[config.mk]
export PLATFORM = sky130hd
export DESIGN_NAME = wat_top
export DESIGN_NICKNAME = d
export VERILOG_FILES = /design/src/design/wat_pkg.sv /design/src/design/wat_link_if.sv /design/src/design/wat_divider.sv /design/src/design/wat_trap_check.sv /design/src/design/wat_top.sv
export SDC_FILE = /design/constraint.sdc
export NUM_CORES = 1
export LEC_CHECK = 0
export BUFFER_PORTS_ARGS = -buffer_cell sky130_fd_sc_hd__buf_2
export CAP_MARGIN = 25
export CORE_MARGIN = 4
export CORE_UTILIZATION = 55
export DETAILED_ROUTE_END_ITERATION = 10
export GPL_TIMING_DRIVEN = 0
export PLACE_DENSITY = 0.89
export SKIP_CTS_REPAIR_TIMING = 1
export SKIP_LAST_GASP = 1
export SLEW_MARGIN = 20
export SYNTH_ARGS = -nofsm -noshare
export SYNTH_HDL_FRONTEND = slang
export SYNTH_SLANG_ARGS = --single-unit
[constraint.sdc]
create_clock -name clock_i -period 6.9 [get_ports clock_i]
set_clock_uncertainty 0.1 [all_clocks]
set_input_delay 0.345 -clock clock_i [delete_from_list [all_inputs] [get_ports clock_i]]
set_output_delay 0.345 -clock clock_i [all_outputs]
set_load 0.05 [all_outputs]
[src/design/wat_pkg.sv]
// Constants, encodings and helpers for the watchdog with address trap
package wat_pkg;
	localparam int unsigned   DIV_WIDTH      = 23;
	localparam logic [4:0]    FAST_TAP_TOP   = 5'h16;
	localparam logic [4:0]    SLOW_TAP_TOP   = 5'h0e;
	localparam logic [7:0]    CODE_CLEAR     = 8'h4e;
	localparam logic [7:0]    CODE_DISABLE   = 8'hb1;
	localparam logic [7:0]    CODE_TRAP_LOAD = 8'hd2;
	localparam int unsigned   CFG_FAULT_BIT  = 0;
	localparam int unsigned   CFG_TIME_LSB   = 1;
	localparam int unsigned   CFG_EN_BIT     = 3;
	localparam int unsigned   CFG_TRAP_ACTION_SELECT_BIT  = 6;
	localparam int unsigned   CFG_RAM_TRAP_SELECT_BIT   = 7;
	localparam logic [1:0]    TIME_RST       = 2'h0;
	localparam logic          FAULT_RST      = 1'b1;
	localparam logic          EN_RST         = 1'b1;
	localparam logic          RAM_TRAP_SELECT_RST       = 1'b1;
	localparam logic          TRAP_ACTION_SELECT_RST      = 1'b1;
	localparam int unsigned   RESET_EXTRA    = 24;
	localparam int unsigned   RESET_NVM      = 1024;
	localparam int unsigned   RESET_CLOCKS   = RESET_EXTRA + RESET_NVM;
	localparam int unsigned   RESET_CNT_W    = 11;

	typedef enum logic [1:0] {
		WAT_CODE_NONE    = 2'b00,
		WAT_CODE_CLEAR   = 2'b01,
		WAT_CODE_DISABLE = 2'b10,
		WAT_CODE_TRAP    = 2'b11
	} wat_code_t;

	// Divider bit whose rising edge clocks the binary counter
	function automatic logic [4:0] wat_tap(input logic [1:0] det_time, input logic slow);
		logic [4:0] top;
		top = slow ? SLOW_TAP_TOP : FAST_TAP_TOP;
		return 5'(top - {2'h0, det_time, 1'b0});
	endfunction

	function automatic wat_code_t wat_decode(input logic [7:0] code);
		wat_code_t c;
		c = WAT_CODE_NONE;
		if (code == CODE_CLEAR) begin
			c = WAT_CODE_CLEAR;
		end else if (code == CODE_DISABLE) begin
			c = WAT_CODE_DISABLE;
		end else if (code == CODE_TRAP_LOAD) begin
			c = WAT_CODE_TRAP;
		end
		return c;
	endfunction
endpackage

[src/design/wat_link_if.sv]
// Signals shared between the watchdog core, its divider and the trap checker
interface wat_link_if;
	logic [1:0] det_time;
	logic       slow_mode;
	logic       run;
	logic       stage_tick;
	logic       ram_trap_active;
	logic       trap_to_reset;
	logic       trap_int;
	logic       trap_rst;

	modport core (output det_time, output slow_mode, output run, input stage_tick,
		output ram_trap_active, output trap_to_reset, input trap_int, input trap_rst);
	modport div  (input det_time, input slow_mode, input run, output stage_tick);
	modport trap (input ram_trap_active, input trap_to_reset, output trap_int,
		output trap_rst);
endinterface

[src/design/wat_divider.sv]
// Divider, held in stop and idle and stepped by slow_tick_i in slow mode, that supplies the binary counter clock enable
module wat_divider
	import wat_pkg::*;
#(
	parameter int unsigned WIDTH = DIV_WIDTH
) (
	input  wire logic clock_i,
	input  wire logic rst_i,
	input  wire logic slow_tick_i,
	wat_link_if.div   link
);
	import wat_pkg::*;

	logic [WIDTH-1:0] div_q;
	logic [WIDTH-1:0] div_d;
	logic             tap_q;
	logic             tap_d;
	logic             step;

	always_comb begin
		step  = link.run && (!link.slow_mode || slow_tick_i);
		div_d = step ? WIDTH'(div_q + 1'b1) : div_q;
		tap_d = div_q[wat_tap(link.det_time, link.slow_mode)];
	end

	always_ff @(posedge clock_i) begin
		if (rst_i) begin
			div_q <= '0;
			tap_q <= 1'b0;
		end else begin
			div_q <= div_d;
			tap_q <= tap_d;
		end
	end

	assign link.stage_tick = tap_d && !tap_q;
endmodule

[src/design/wat_trap_check.sv]
// Address trap detection on instruction fetch
module wat_trap_check (
	input  wire logic fetch_i,
	input  wire logic fetch_ram_i,
	input  wire logic fetch_sfr_dbr_i,
	wat_link_if.trap  link
);
	logic hit;

	always_comb begin
		hit = fetch_i && (fetch_sfr_dbr_i || (fetch_ram_i && link.ram_trap_active));
	end

	assign link.trap_int = hit && !link.trap_to_reset;
	assign link.trap_rst = hit && link.trap_to_reset;
endmodule

[src/design/wat_top.sv]
// Watchdog supervisor core with code register, fault actions and address trap settings
module wat_top
	import wat_pkg::*;
#(
	parameter int unsigned RESET_LEN = RESET_CLOCKS
) (
	input  wire logic       clock_i,
	input  wire logic       rst_i,
	input  wire logic       cfg_wr_i,
	input  wire logic [7:0] cfg_data_i,
	input  wire logic       code_wr_i,
	input  wire logic [7:0] code_data_i,
	input  wire logic       stop_i,
	input  wire logic       idle_i,
	input  wire logic       slow_mode_i,
	input  wire logic       slow_tick_i,
	input  wire logic       nmi_ack_i,
	input  wire logic       sw_int_ack_i,
	input  wire logic       nmi_return_i,
	input  wire logic       fetch_i,
	input  wire logic       fetch_ram_i,
	input  wire logic       fetch_sfr_dbr_i,
	output logic [7:0]      cfg_rdata_o,
	output logic            active_o,
	output logic [1:0]      count_o,
	output logic            nmi_req_o,
	output logic            wdt_reset_o,
	output logic            nvm_reset_o,
	output logic            hf_osc_start_o,
	output logic            trap_irq_o,
	output logic            trap_reset_o
);
	import wat_pkg::*;

	wat_link_if link ();

	wat_divider u_div (
		.clock_i     (clock_i),
		.rst_i       (rst_i),
		.slow_tick_i (slow_tick_i),
		.link        (link.div)
	);

	wat_trap_check u_trap (
		.fetch_i         (fetch_i),
		.fetch_ram_i     (fetch_ram_i),
		.fetch_sfr_dbr_i (fetch_sfr_dbr_i),
		.link            (link.trap)
	);

	// Configuration register state
	logic       fault_q;
	logic       fault_d;
	logic       lock_q;
	logic       lock_d;
	logic       en_q;
	logic       en_d;
	logic [1:0] time_q;
	logic [1:0] time_d;
	logic       ram_trap_select_q;
	logic       ram_trap_select_d;
	logic       ram_trap_select_act_q;
	logic       ram_trap_select_act_d;
	logic       trap_action_select_q;
	logic       trap_action_select_d;
	wat_code_t  code;

	always_comb begin
		code       = code_wr_i ? wat_decode(code_data_i) : WAT_CODE_NONE;
		fault_d    = fault_q;
		lock_d     = lock_q;
		en_d       = en_q;
		time_d     = time_q;
		ram_trap_select_d     = ram_trap_select_q;
		trap_action_select_d    = trap_action_select_q;
		ram_trap_select_act_d = ram_trap_select_act_q;
		if (cfg_wr_i) begin
			if (!lock_q) begin
				fault_d = cfg_data_i[CFG_FAULT_BIT];
			end
			lock_d  = 1'b1;
			en_d    = cfg_data_i[CFG_EN_BIT];
			time_d  = cfg_data_i[CFG_TIME_LSB +: 2];
			ram_trap_select_d  = cfg_data_i[CFG_RAM_TRAP_SELECT_BIT];
			trap_action_select_d = cfg_data_i[CFG_TRAP_ACTION_SELECT_BIT];
		end
		if (code == WAT_CODE_TRAP) begin
			ram_trap_select_act_d = ram_trap_select_q;
		end
	end

	always_ff @(posedge clock_i) begin
		if (rst_i) begin
			fault_q    <= FAULT_RST;
			lock_q     <= 1'b0;
			en_q       <= EN_RST;
			time_q     <= TIME_RST;
			ram_trap_select_q     <= RAM_TRAP_SELECT_RST;
			ram_trap_select_act_q <= RAM_TRAP_SELECT_RST;
			trap_action_select_q    <= TRAP_ACTION_SELECT_RST;
		end else begin
			fault_q    <= fault_d;
			lock_q     <= lock_d;
			en_q       <= en_d;
			time_q     <= time_d;
			ram_trap_select_q     <= ram_trap_select_d;
			ram_trap_select_act_q <= ram_trap_select_act_d;
			trap_action_select_q    <= trap_action_select_d;
		end
	end

	assign link.det_time        = time_q;
	assign link.slow_mode       = slow_mode_i;
	assign link.run             = !(stop_i || idle_i);
	assign link.ram_trap_active = ram_trap_select_act_q;
	assign link.trap_to_reset   = trap_action_select_q;

	// Binary counter, enable state and overflow
	logic       active_q;
	logic       active_d;
	logic [1:0] cnt_q;
	logic [1:0] cnt_d;
	logic       ovf;

	always_comb begin
		active_d = active_q;
		cnt_d    = cnt_q;
		ovf      = 1'b0;
		if (cfg_wr_i && cfg_data_i[CFG_EN_BIT]) begin
			active_d = 1'b1;
		end
		if (active_q && link.run && link.stage_tick) begin
			ovf   = (cnt_q == 2'h3);
			cnt_d = 2'(cnt_q + 2'h1);
		end
		if (code == WAT_CODE_CLEAR) begin
			cnt_d = 2'h0;
			ovf   = 1'b0;
		end else if (code == WAT_CODE_DISABLE && !en_q) begin
			active_d = 1'b0;
			cnt_d    = 2'h0;
			ovf      = 1'b0;
		end
	end

	always_ff @(posedge clock_i) begin
		if (rst_i) begin
			active_q <= 1'b1;
			cnt_q    <= 2'h0;
		end else begin
			active_q <= active_d;
			cnt_q    <= cnt_d;
		end
	end

	// Fault actions: interrupt with service hold, or timed reset
	logic                   pend_q;
	logic                   pend_d;
	logic                   serv_q;
	logic                   serv_d;
	logic                   nmi_q;
	logic                   nmi_d;
	logic [RESET_CNT_W-1:0] rcnt_q;
	logic [RESET_CNT_W-1:0] rcnt_d;
	logic                   rst_q;
	logic                   rst_d;
	logic                   osc_q;
	logic                   osc_d;
	logic                   tirq_q;
	logic                   tirq_d;
	logic                   trst_q;
	logic                   trst_d;

	always_comb begin
		pend_d = pend_q;
		serv_d = serv_q;
		if (nmi_ack_i) begin
			pend_d = 1'b0;
		end
		if (ovf && !fault_q) begin
			pend_d = 1'b1;
		end
		if (nmi_return_i) begin
			serv_d = 1'b0;
		end
		if (nmi_ack_i || sw_int_ack_i) begin
			serv_d = 1'b1;
		end
		nmi_d  = pend_d && !serv_d;
		rcnt_d = (rcnt_q != '0) ? RESET_CNT_W'(rcnt_q - 1'b1) : rcnt_q;
		if (ovf && fault_q) begin
			rcnt_d = RESET_CNT_W'(RESET_LEN);
		end
		rst_d  = (rcnt_d != '0);
		osc_d  = ovf && fault_q && slow_mode_i;
		tirq_d = link.trap_int;
		trst_d = link.trap_rst;
	end

	always_ff @(posedge clock_i) begin
		if (rst_i) begin
			pend_q <= 1'b0;
			serv_q <= 1'b0;
			nmi_q  <= 1'b0;
			rcnt_q <= '0;
			rst_q  <= 1'b0;
			osc_q  <= 1'b0;
			tirq_q <= 1'b0;
			trst_q <= 1'b0;
		end else begin
			pend_q <= pend_d;
			serv_q <= serv_d;
			nmi_q  <= nmi_d;
			rcnt_q <= rcnt_d;
			rst_q  <= rst_d;
			osc_q  <= osc_d;
			tirq_q <= tirq_d;
			trst_q <= trst_d;
		end
	end

	// Readback of configuration
	logic [7:0] rdata_q;
	logic [7:0] rdata_d;

	always_comb begin
		rdata_d                        = 8'h00;
		rdata_d[CFG_FAULT_BIT]         = fault_q;
		rdata_d[CFG_TIME_LSB +: 2]     = time_q;
		rdata_d[CFG_EN_BIT]            = en_q;
		rdata_d[CFG_TRAP_ACTION_SELECT_BIT]         = trap_action_select_q;
		rdata_d[CFG_RAM_TRAP_SELECT_BIT]          = ram_trap_select_q;
	end

	always_ff @(posedge clock_i) begin
		if (rst_i) begin
			rdata_q <= 8'h00;
		end else begin
			rdata_q <= rdata_d;
		end
	end

	assign cfg_rdata_o    = rdata_q;
	assign active_o       = active_q;
	assign count_o        = cnt_q;
	assign nmi_req_o      = nmi_q;
	assign wdt_reset_o    = rst_q;
	assign nvm_reset_o    = rst_q;
	assign hf_osc_start_o = osc_q;
	assign trap_irq_o     = tirq_q;
	assign trap_reset_o   = trst_q;

	// Checks
	property p_select_once;
		@(posedge clock_i) disable iff (rst_i)
		cfg_wr_i && lock_q |=> $stable(fault_q);
	endproperty
	a_select_once: assert property (p_select_once) else $error("fault select changed twice");

	property p_on_after_reset;
		@(posedge clock_i) disable iff (rst_i)
		$fell(rst_i) |-> active_q && en_q && fault_q;
	endproperty
	a_on_after_reset: assert property (p_on_after_reset) else $error("not enabled after reset");

	property p_reset_action;
		@(posedge clock_i) disable iff (rst_i)
		ovf && fault_q |=> ##1 wdt_reset_o && nvm_reset_o;
	endproperty
	a_reset_action: assert property (p_reset_action) else $error("overflow gave no reset");

	property p_irq_action;
		@(posedge clock_i) disable iff (rst_i)
		ovf && !fault_q && !nmi_ack_i |=> pend_q && !wdt_reset_o;
	endproperty
	a_irq_action: assert property (p_irq_action) else $error("overflow gave no interrupt");

	property p_hold_in_stop;
		@(posedge clock_i) disable iff (rst_i)
		(stop_i || idle_i) && !code_wr_i |=> cnt_q == $past(cnt_q);
	endproperty
	a_hold_in_stop: assert property (p_hold_in_stop) else $error("counted while stopped");

	property p_clear_code;
		@(posedge clock_i) disable iff (rst_i)
		code == WAT_CODE_CLEAR |=> cnt_q == 2'h0 && (!pend_q || $past(pend_q));
	endproperty
	a_clear_code: assert property (p_clear_code) else $error("clear code ignored");

	property p_disable_refused;
		@(posedge clock_i) disable iff (rst_i)
		code == WAT_CODE_DISABLE && en_q && active_q |=> active_q;
	endproperty
	a_disable_refused: assert property (p_disable_refused) else $error("disabled while enabled");

	property p_disable_clears;
		@(posedge clock_i) disable iff (rst_i)
		code == WAT_CODE_DISABLE && !en_q && !cfg_wr_i |=> !active_q && cnt_q == 2'h0;
	endproperty
	a_disable_clears: assert property (p_disable_clears) else $error("disable failed");

	property p_reset_length;
		@(posedge clock_i) disable iff (rst_i)
		$rose(wdt_reset_o) |-> wdt_reset_o [*8];
	endproperty
	a_reset_length: assert property (p_reset_length) else $error("reset pulse too short");

	property p_nmi_held;
		@(posedge clock_i) disable iff (rst_i)
		serv_q && !nmi_return_i |=> !nmi_req_o;
	endproperty
	a_nmi_held: assert property (p_nmi_held) else $error("nmi during service");

	property p_trap_load;
		@(posedge clock_i) disable iff (rst_i)
		code == WAT_CODE_TRAP |=> ram_trap_select_act_q == $past(ram_trap_select_q);
	endproperty
	a_trap_load: assert property (p_trap_load) else $error("trap setting not loaded");

	property p_unknown_code;
		@(posedge clock_i) disable iff (rst_i)
		code_wr_i && code == WAT_CODE_NONE && !cfg_wr_i |=> $stable(active_q)
			&& $stable(ram_trap_select_act_q);
	endproperty
	a_unknown_code: assert property (p_unknown_code) else $error("unknown code acted");
endmodule

# == Word level (Yosys, flattened, before mapping) ==
# Cells that the tools add are included.
# totals
ff_bits,61
word_cells,82
inputBits,30
# classes
add_sub_neg,4
n_reduce_logical,29
bitwise_logic,1
eq_ne,7
n_mux,19
order_cmp,1
# op_table
operator,n
"23-bit by 1-bit adder with 23-bit output, second input constant",1
11-bit 2-to-1 mux,2
11-bit nonzero test,2
"8-bit equality test, second input constant",2
1-bit logical AND,14
1-bit 2-to-1 mux,11
"11-bit by 1-bit subtractor with 11-bit output, second input constant",1
"8-bit by 7-bit equality test with 1-bit output, second input constant",1
2-bit 2-to-1 mux,4
1-bit zero test,7
"2-bit equality test, second input constant",3
"5-bit by 6-bit less-than comparator with 1-bit output, second input constant",1
1-bit binary-select mux with 5-bit select,1
5-bit 2-to-1 mux,1
5-bit by 3-bit subtractor with 5-bit output,1
1-bit logical OR,4
3-bit OR reduction,1
"2-bit by 1-bit adder with 2-bit output, second input constant",1
"2-bit by 1-bit equality test with 1-bit output, second input constant",1
2-bit AND reduction,1
1-bit NOT,1

# == Depth between registers and ports, before layout ==
# depth
depth_word,12
depth_mapped,9
mapped_depth_nobuf,7

# == Hierarchy ==
# Synthesis repeated with hierarchy kept, for this count alone.
# hier_totals
cells_unflattened,310
hier_area_um2,2822.7
# modules_own_cells
mod,area_each_um2,cells_per_inst,seq_area_each_um2,instances
wat_top,1549.0,168,700.7,1
wat_divider,1244.9,138,480.5,1
wat_trap_check,28.8,4,0.0,1

# == Worst setup path after synthesis ==
# Ideal clock, no wire load.
# synth_timing
kind,register to register
from,reg rcnt_q[0]
to,"reg rst_q, in the netlist nvm_reset_o"
synth_period_minus_slack_ns,2.499
arrival_ns,2.260
slack_ns,4.401
n_path_buf,2
required_time_ns,6.662
path_stages_with_launch,10
cell_sequence,dfxtp_1 > inv_1 > ha_1 > or3b_2 > clkbuf_1 > or4b_1 > buf_2 > a211o_1 > o31ai_1 > a41oi_1
# synth_between
elab_chain_len,4
elab_cells_between_ends,5
cone_classes,add/sub: 1; mux: 2; reduce/logical: 2
# synth_lines
element,line,rtl
from (decl),wat_top.sv:163,logic [RESET_CNT_W-1:0] rcnt_q;
from (signal assigned),wat_top.sv:214,rcnt_q <= rcnt_d;
11-bit by 1-bit subtractor with 11-bit output or 11-bit nonzero test (tied branches),wat_top.sv:190,rcnt_d = (rcnt_q != '0) ? RESET_CNT_W'(rcnt_q - 1'b1) : rcnt_q;
11-bit 2-to-1 mux *,wat_top.sv:190,
11-bit 2-to-1 mux *,wat_top.sv:191,if (ovf && fault_q) begin
11-bit nonzero test *,wat_top.sv:194,rst_d = (rcnt_d != '0);
to (signal assigned),wat_top.sv:215,rst_q <= rst_d;
to (decl),wat_top.sv:165,logic rst_q;
# Mark *: on every way between the ends. The rest lies on a longest branch, timed or not.
# A chain may end at the register's enable or synchronous reset.

# == Worst setup path in the final report ==
# Same ends and word-level chain as after synthesis.

==> metrics <==
Post-synth top flop=dfxtp_1; WL/cell=13.6 um; Worst Path Max Fanout=8; GPL Wtd Cong=0.866; H-tree Lvls=3; Sequential Area=1180 um2; post-route cell area=3160 um2; Yosys reg bits=between 50 and 60; outcome=finished clean; initial antenna violation count=0; vias post-DR=2314; crit share post-route=between 30% and 40%; clk root buf=clkbuf_8; max frequency=~0.37 GHz; commonest cells after routing, fill and taps aside=dfxtp_1 (59), buf_2 (44), nor2_1 (42); post-route ant nets=0; Setup crit start kind=register; # diodes=0; Avg Inst Size Synth=between 8 and 9 um2; TNS Setup=0 ns; P_leak=approximately 1.2 nW; minimum clock period=approximately 2.7 ns; overall power=between 0.0009 and 0.001 W; die area=approximately 6000 um2; Congestion Overflow GR=0; TritonRoute pass-1 iters=4; post-synthesis instance total=between 300 and 400; Reg clk slew, reported paths=about 0.070 ns; PD cells=306 nW/um2; vias per cell=between 5 and 6; DRC Markers=0; number of I/O port buffers=41; crit path capture type=register; vias in the first global route=between 2000 and 2500; Final setup viols=0; Seq/Total Area, Yosys=between 40 and 50%; I/O pin cnt=47; GRT Util Overall=20.7%; number of synthesized flops with an enable pin=0; worst vdd ir=approximately 0.00019 V; Initial DRC Count=between 100 and 150; NumNets Final=a little under 400; Setup CP Type=reg2reg; crit path DAT=2.84 ns; total core area=between 4000 and 5000 um2; Post-Syn Area=about 2700 um2; Routed WL=5870 um; largest net degree at the start of global routing=11; Max-cap violations=0; max-slew violation count=0; Starting Density=56.6%; synth unique cells=48; clk sinks=between 50 and 60; dpl hpwl=4220 um; final hold violations=0; most common cell after layout, fill and taps aside=dfxtp_1; first-pass GRT wire length=roughly 10000 um; Critical-path top delay cell=or4b_1; CP startpoint=rcnt_q[0]$_SDFF_PP0_; Yosys warning count=0; fillers=between 300 and 400; post-synthesis async set-or-reset flop share=0%; Num CTS Buffers=9; Slew @ Worst Pin=between 0.9 and 1 ns; clk buf depth=2; area delta synth->final=18.2%; unrepaired setup endpoints after global routing=no; Worst EP required=7.01 ns; Multi-input gate area=around 1400 um2; CTS tree=yes; Die Span X=between 70 and 80 um; final design utilization=between 60% and 70%; ratio of cells with drive above 1 in the final layout=19.1%; cell row count=25; reg2reg start=rcnt_q[0]$_SDFF_PP0_; hold path start=cfg_data_i[0]; Die Y=about 80 um; Clk Latency, worst-skew pair=around 0.35 ns; Area after DPL=2970 um2; Hold Path Class=in2reg; Crit path largest cell delay=slightly below 0.5 ns; crit path cell chain=inv_1 -> ha_1 -> or3b_2 -> clkbuf_1 -> or4b_1 -> buf_2 -> a211o_1 -> o31ai_1 -> a41oi_1; Worst slew margin=between 30% and 40%
-- logic make-up after synthesis --
group	Yosys count	share of synthesized area, %
buffers and inverters	31	5.24
other	1	0.140
AO/OA/AOI/OAI	38	9.22
XOR/XNOR	23	7.53
adder cells (fa/ha/maj)	3	1.40
AND/OR/NAND/NOR	141	27.7
multiplexers	12	4.54
flip-flops	59	44.2
-- registers in the layout, indices dropped and copies added (netlist names) --
signal                flops
u_div.tap_q               1
nmi_req_o                 1
pend_q                    1
fault_q                   1
serv_q                    1
trap_irq_o                1
lock_q                    1
u_div.div_q              23
en_q                      1
hf_osc_start_o            1
link.det_time             2
cfg_rdata_o               6
rcnt_q                   11
trap_reset_o              1
link.ram_trap_active      1
link.trap_to_reset        1
nvm_reset_o               1
count_o                   2
active_o                  1
ram_trap_select_q         1
-- per-layer routing --
layer	global-route usage (%)	up-vias	wire [um]
li1	-	1176	-
met1	24.6	1080	2480
met2	34.4	51	2970
met3	8.35	7	357
met4	5.87	0	65
met5	0	-	0
-- through the flow --
step                instances  hold WS, ns  setup WS, ns
floorplan                 309        0.328          4.40
finish                    433        0.122          4.16
detailed placement        417        0.362          4.16
CTS                       433        0.113          4.17
global route              433        0.111          4.00
global placement          417        0.347          4.24
-- cell type report --
type                       instances  area share, %
multi-input combinational        219           43.1
sequential                        59           37.4
timing repair buffer              41           6.49
clock buffer                      12           5.23
buffer                            18           2.89
tap                               67           2.65
inverter                          13           1.54
clock inverter                     4          0.752
-- Yosys cell counts (all sizes together) (2+ instances only) --
cell	count	share of area [%]
a211oi	2	0.56
o41ai	2	0.66
nand4	7	1.6
and4	2	0.66
nor4	10	2.3
nand3	11	2.1
buf	10	2.2
a21oi	12	2.2
nor4b	5	1.9
a21boi	2	0.56
nor2b	8	1.9
nor3	11	2.1
nor4bb	3	1.1
xor2	4	1.3
inv	13	1.8
or4	2	0.56
dfxtp	59	44
o31ai	3	0.84
or3	7	1.6
a31oi	2	0.47
clkbuf	8	1.2
xnor2	19	6.2
nand2	22	3.1
nor3b	2	0.56
ha	3	1.4
mux2i	11	4.1
nor2	42	5.9
o21ai	8	1.5
nand2b	4	0.94
-- report_power, final --
| part | switching (W) | leakage, nW | total (W) | internal [W] |
|---|---|---|---|---|
| clock network | 0.000138 | 0.102 | 0.000297 | 0.000158 |
| logic | 0.000160 | 0.657 | 0.000278 | 0.000118 |
| registers | 0.0000257 | 0.482 | 0.000394 | 0.000369 |
-- worst paths after layout --
check	slack, ns	end	cells after the start
worst max register to register	4.16	nvm_reset_o$_SDFF_PP0_	9
worst max-delay path	4.16	nvm_reset_o$_SDFF_PP0_	9
worst min-delay path	0.12	fault_q$_SDFFE_PP1P_	3
worst min register to register	0.37	cfg_rdata_o[3]$_SDFF_PP0_	2
-- critical path, delay by kind of cell (launching register included) --
kind | cells | cell delay, ns
AOI/OAI and AO/OA | 3 | 0.47
adders and majority gates | 1 | 0.24
buffers and inverters | 3 | 0.49
DFF | 1 | 0.36
and+or+nand+nor | 2 | 0.95
(Power assumes the default switching activity.)
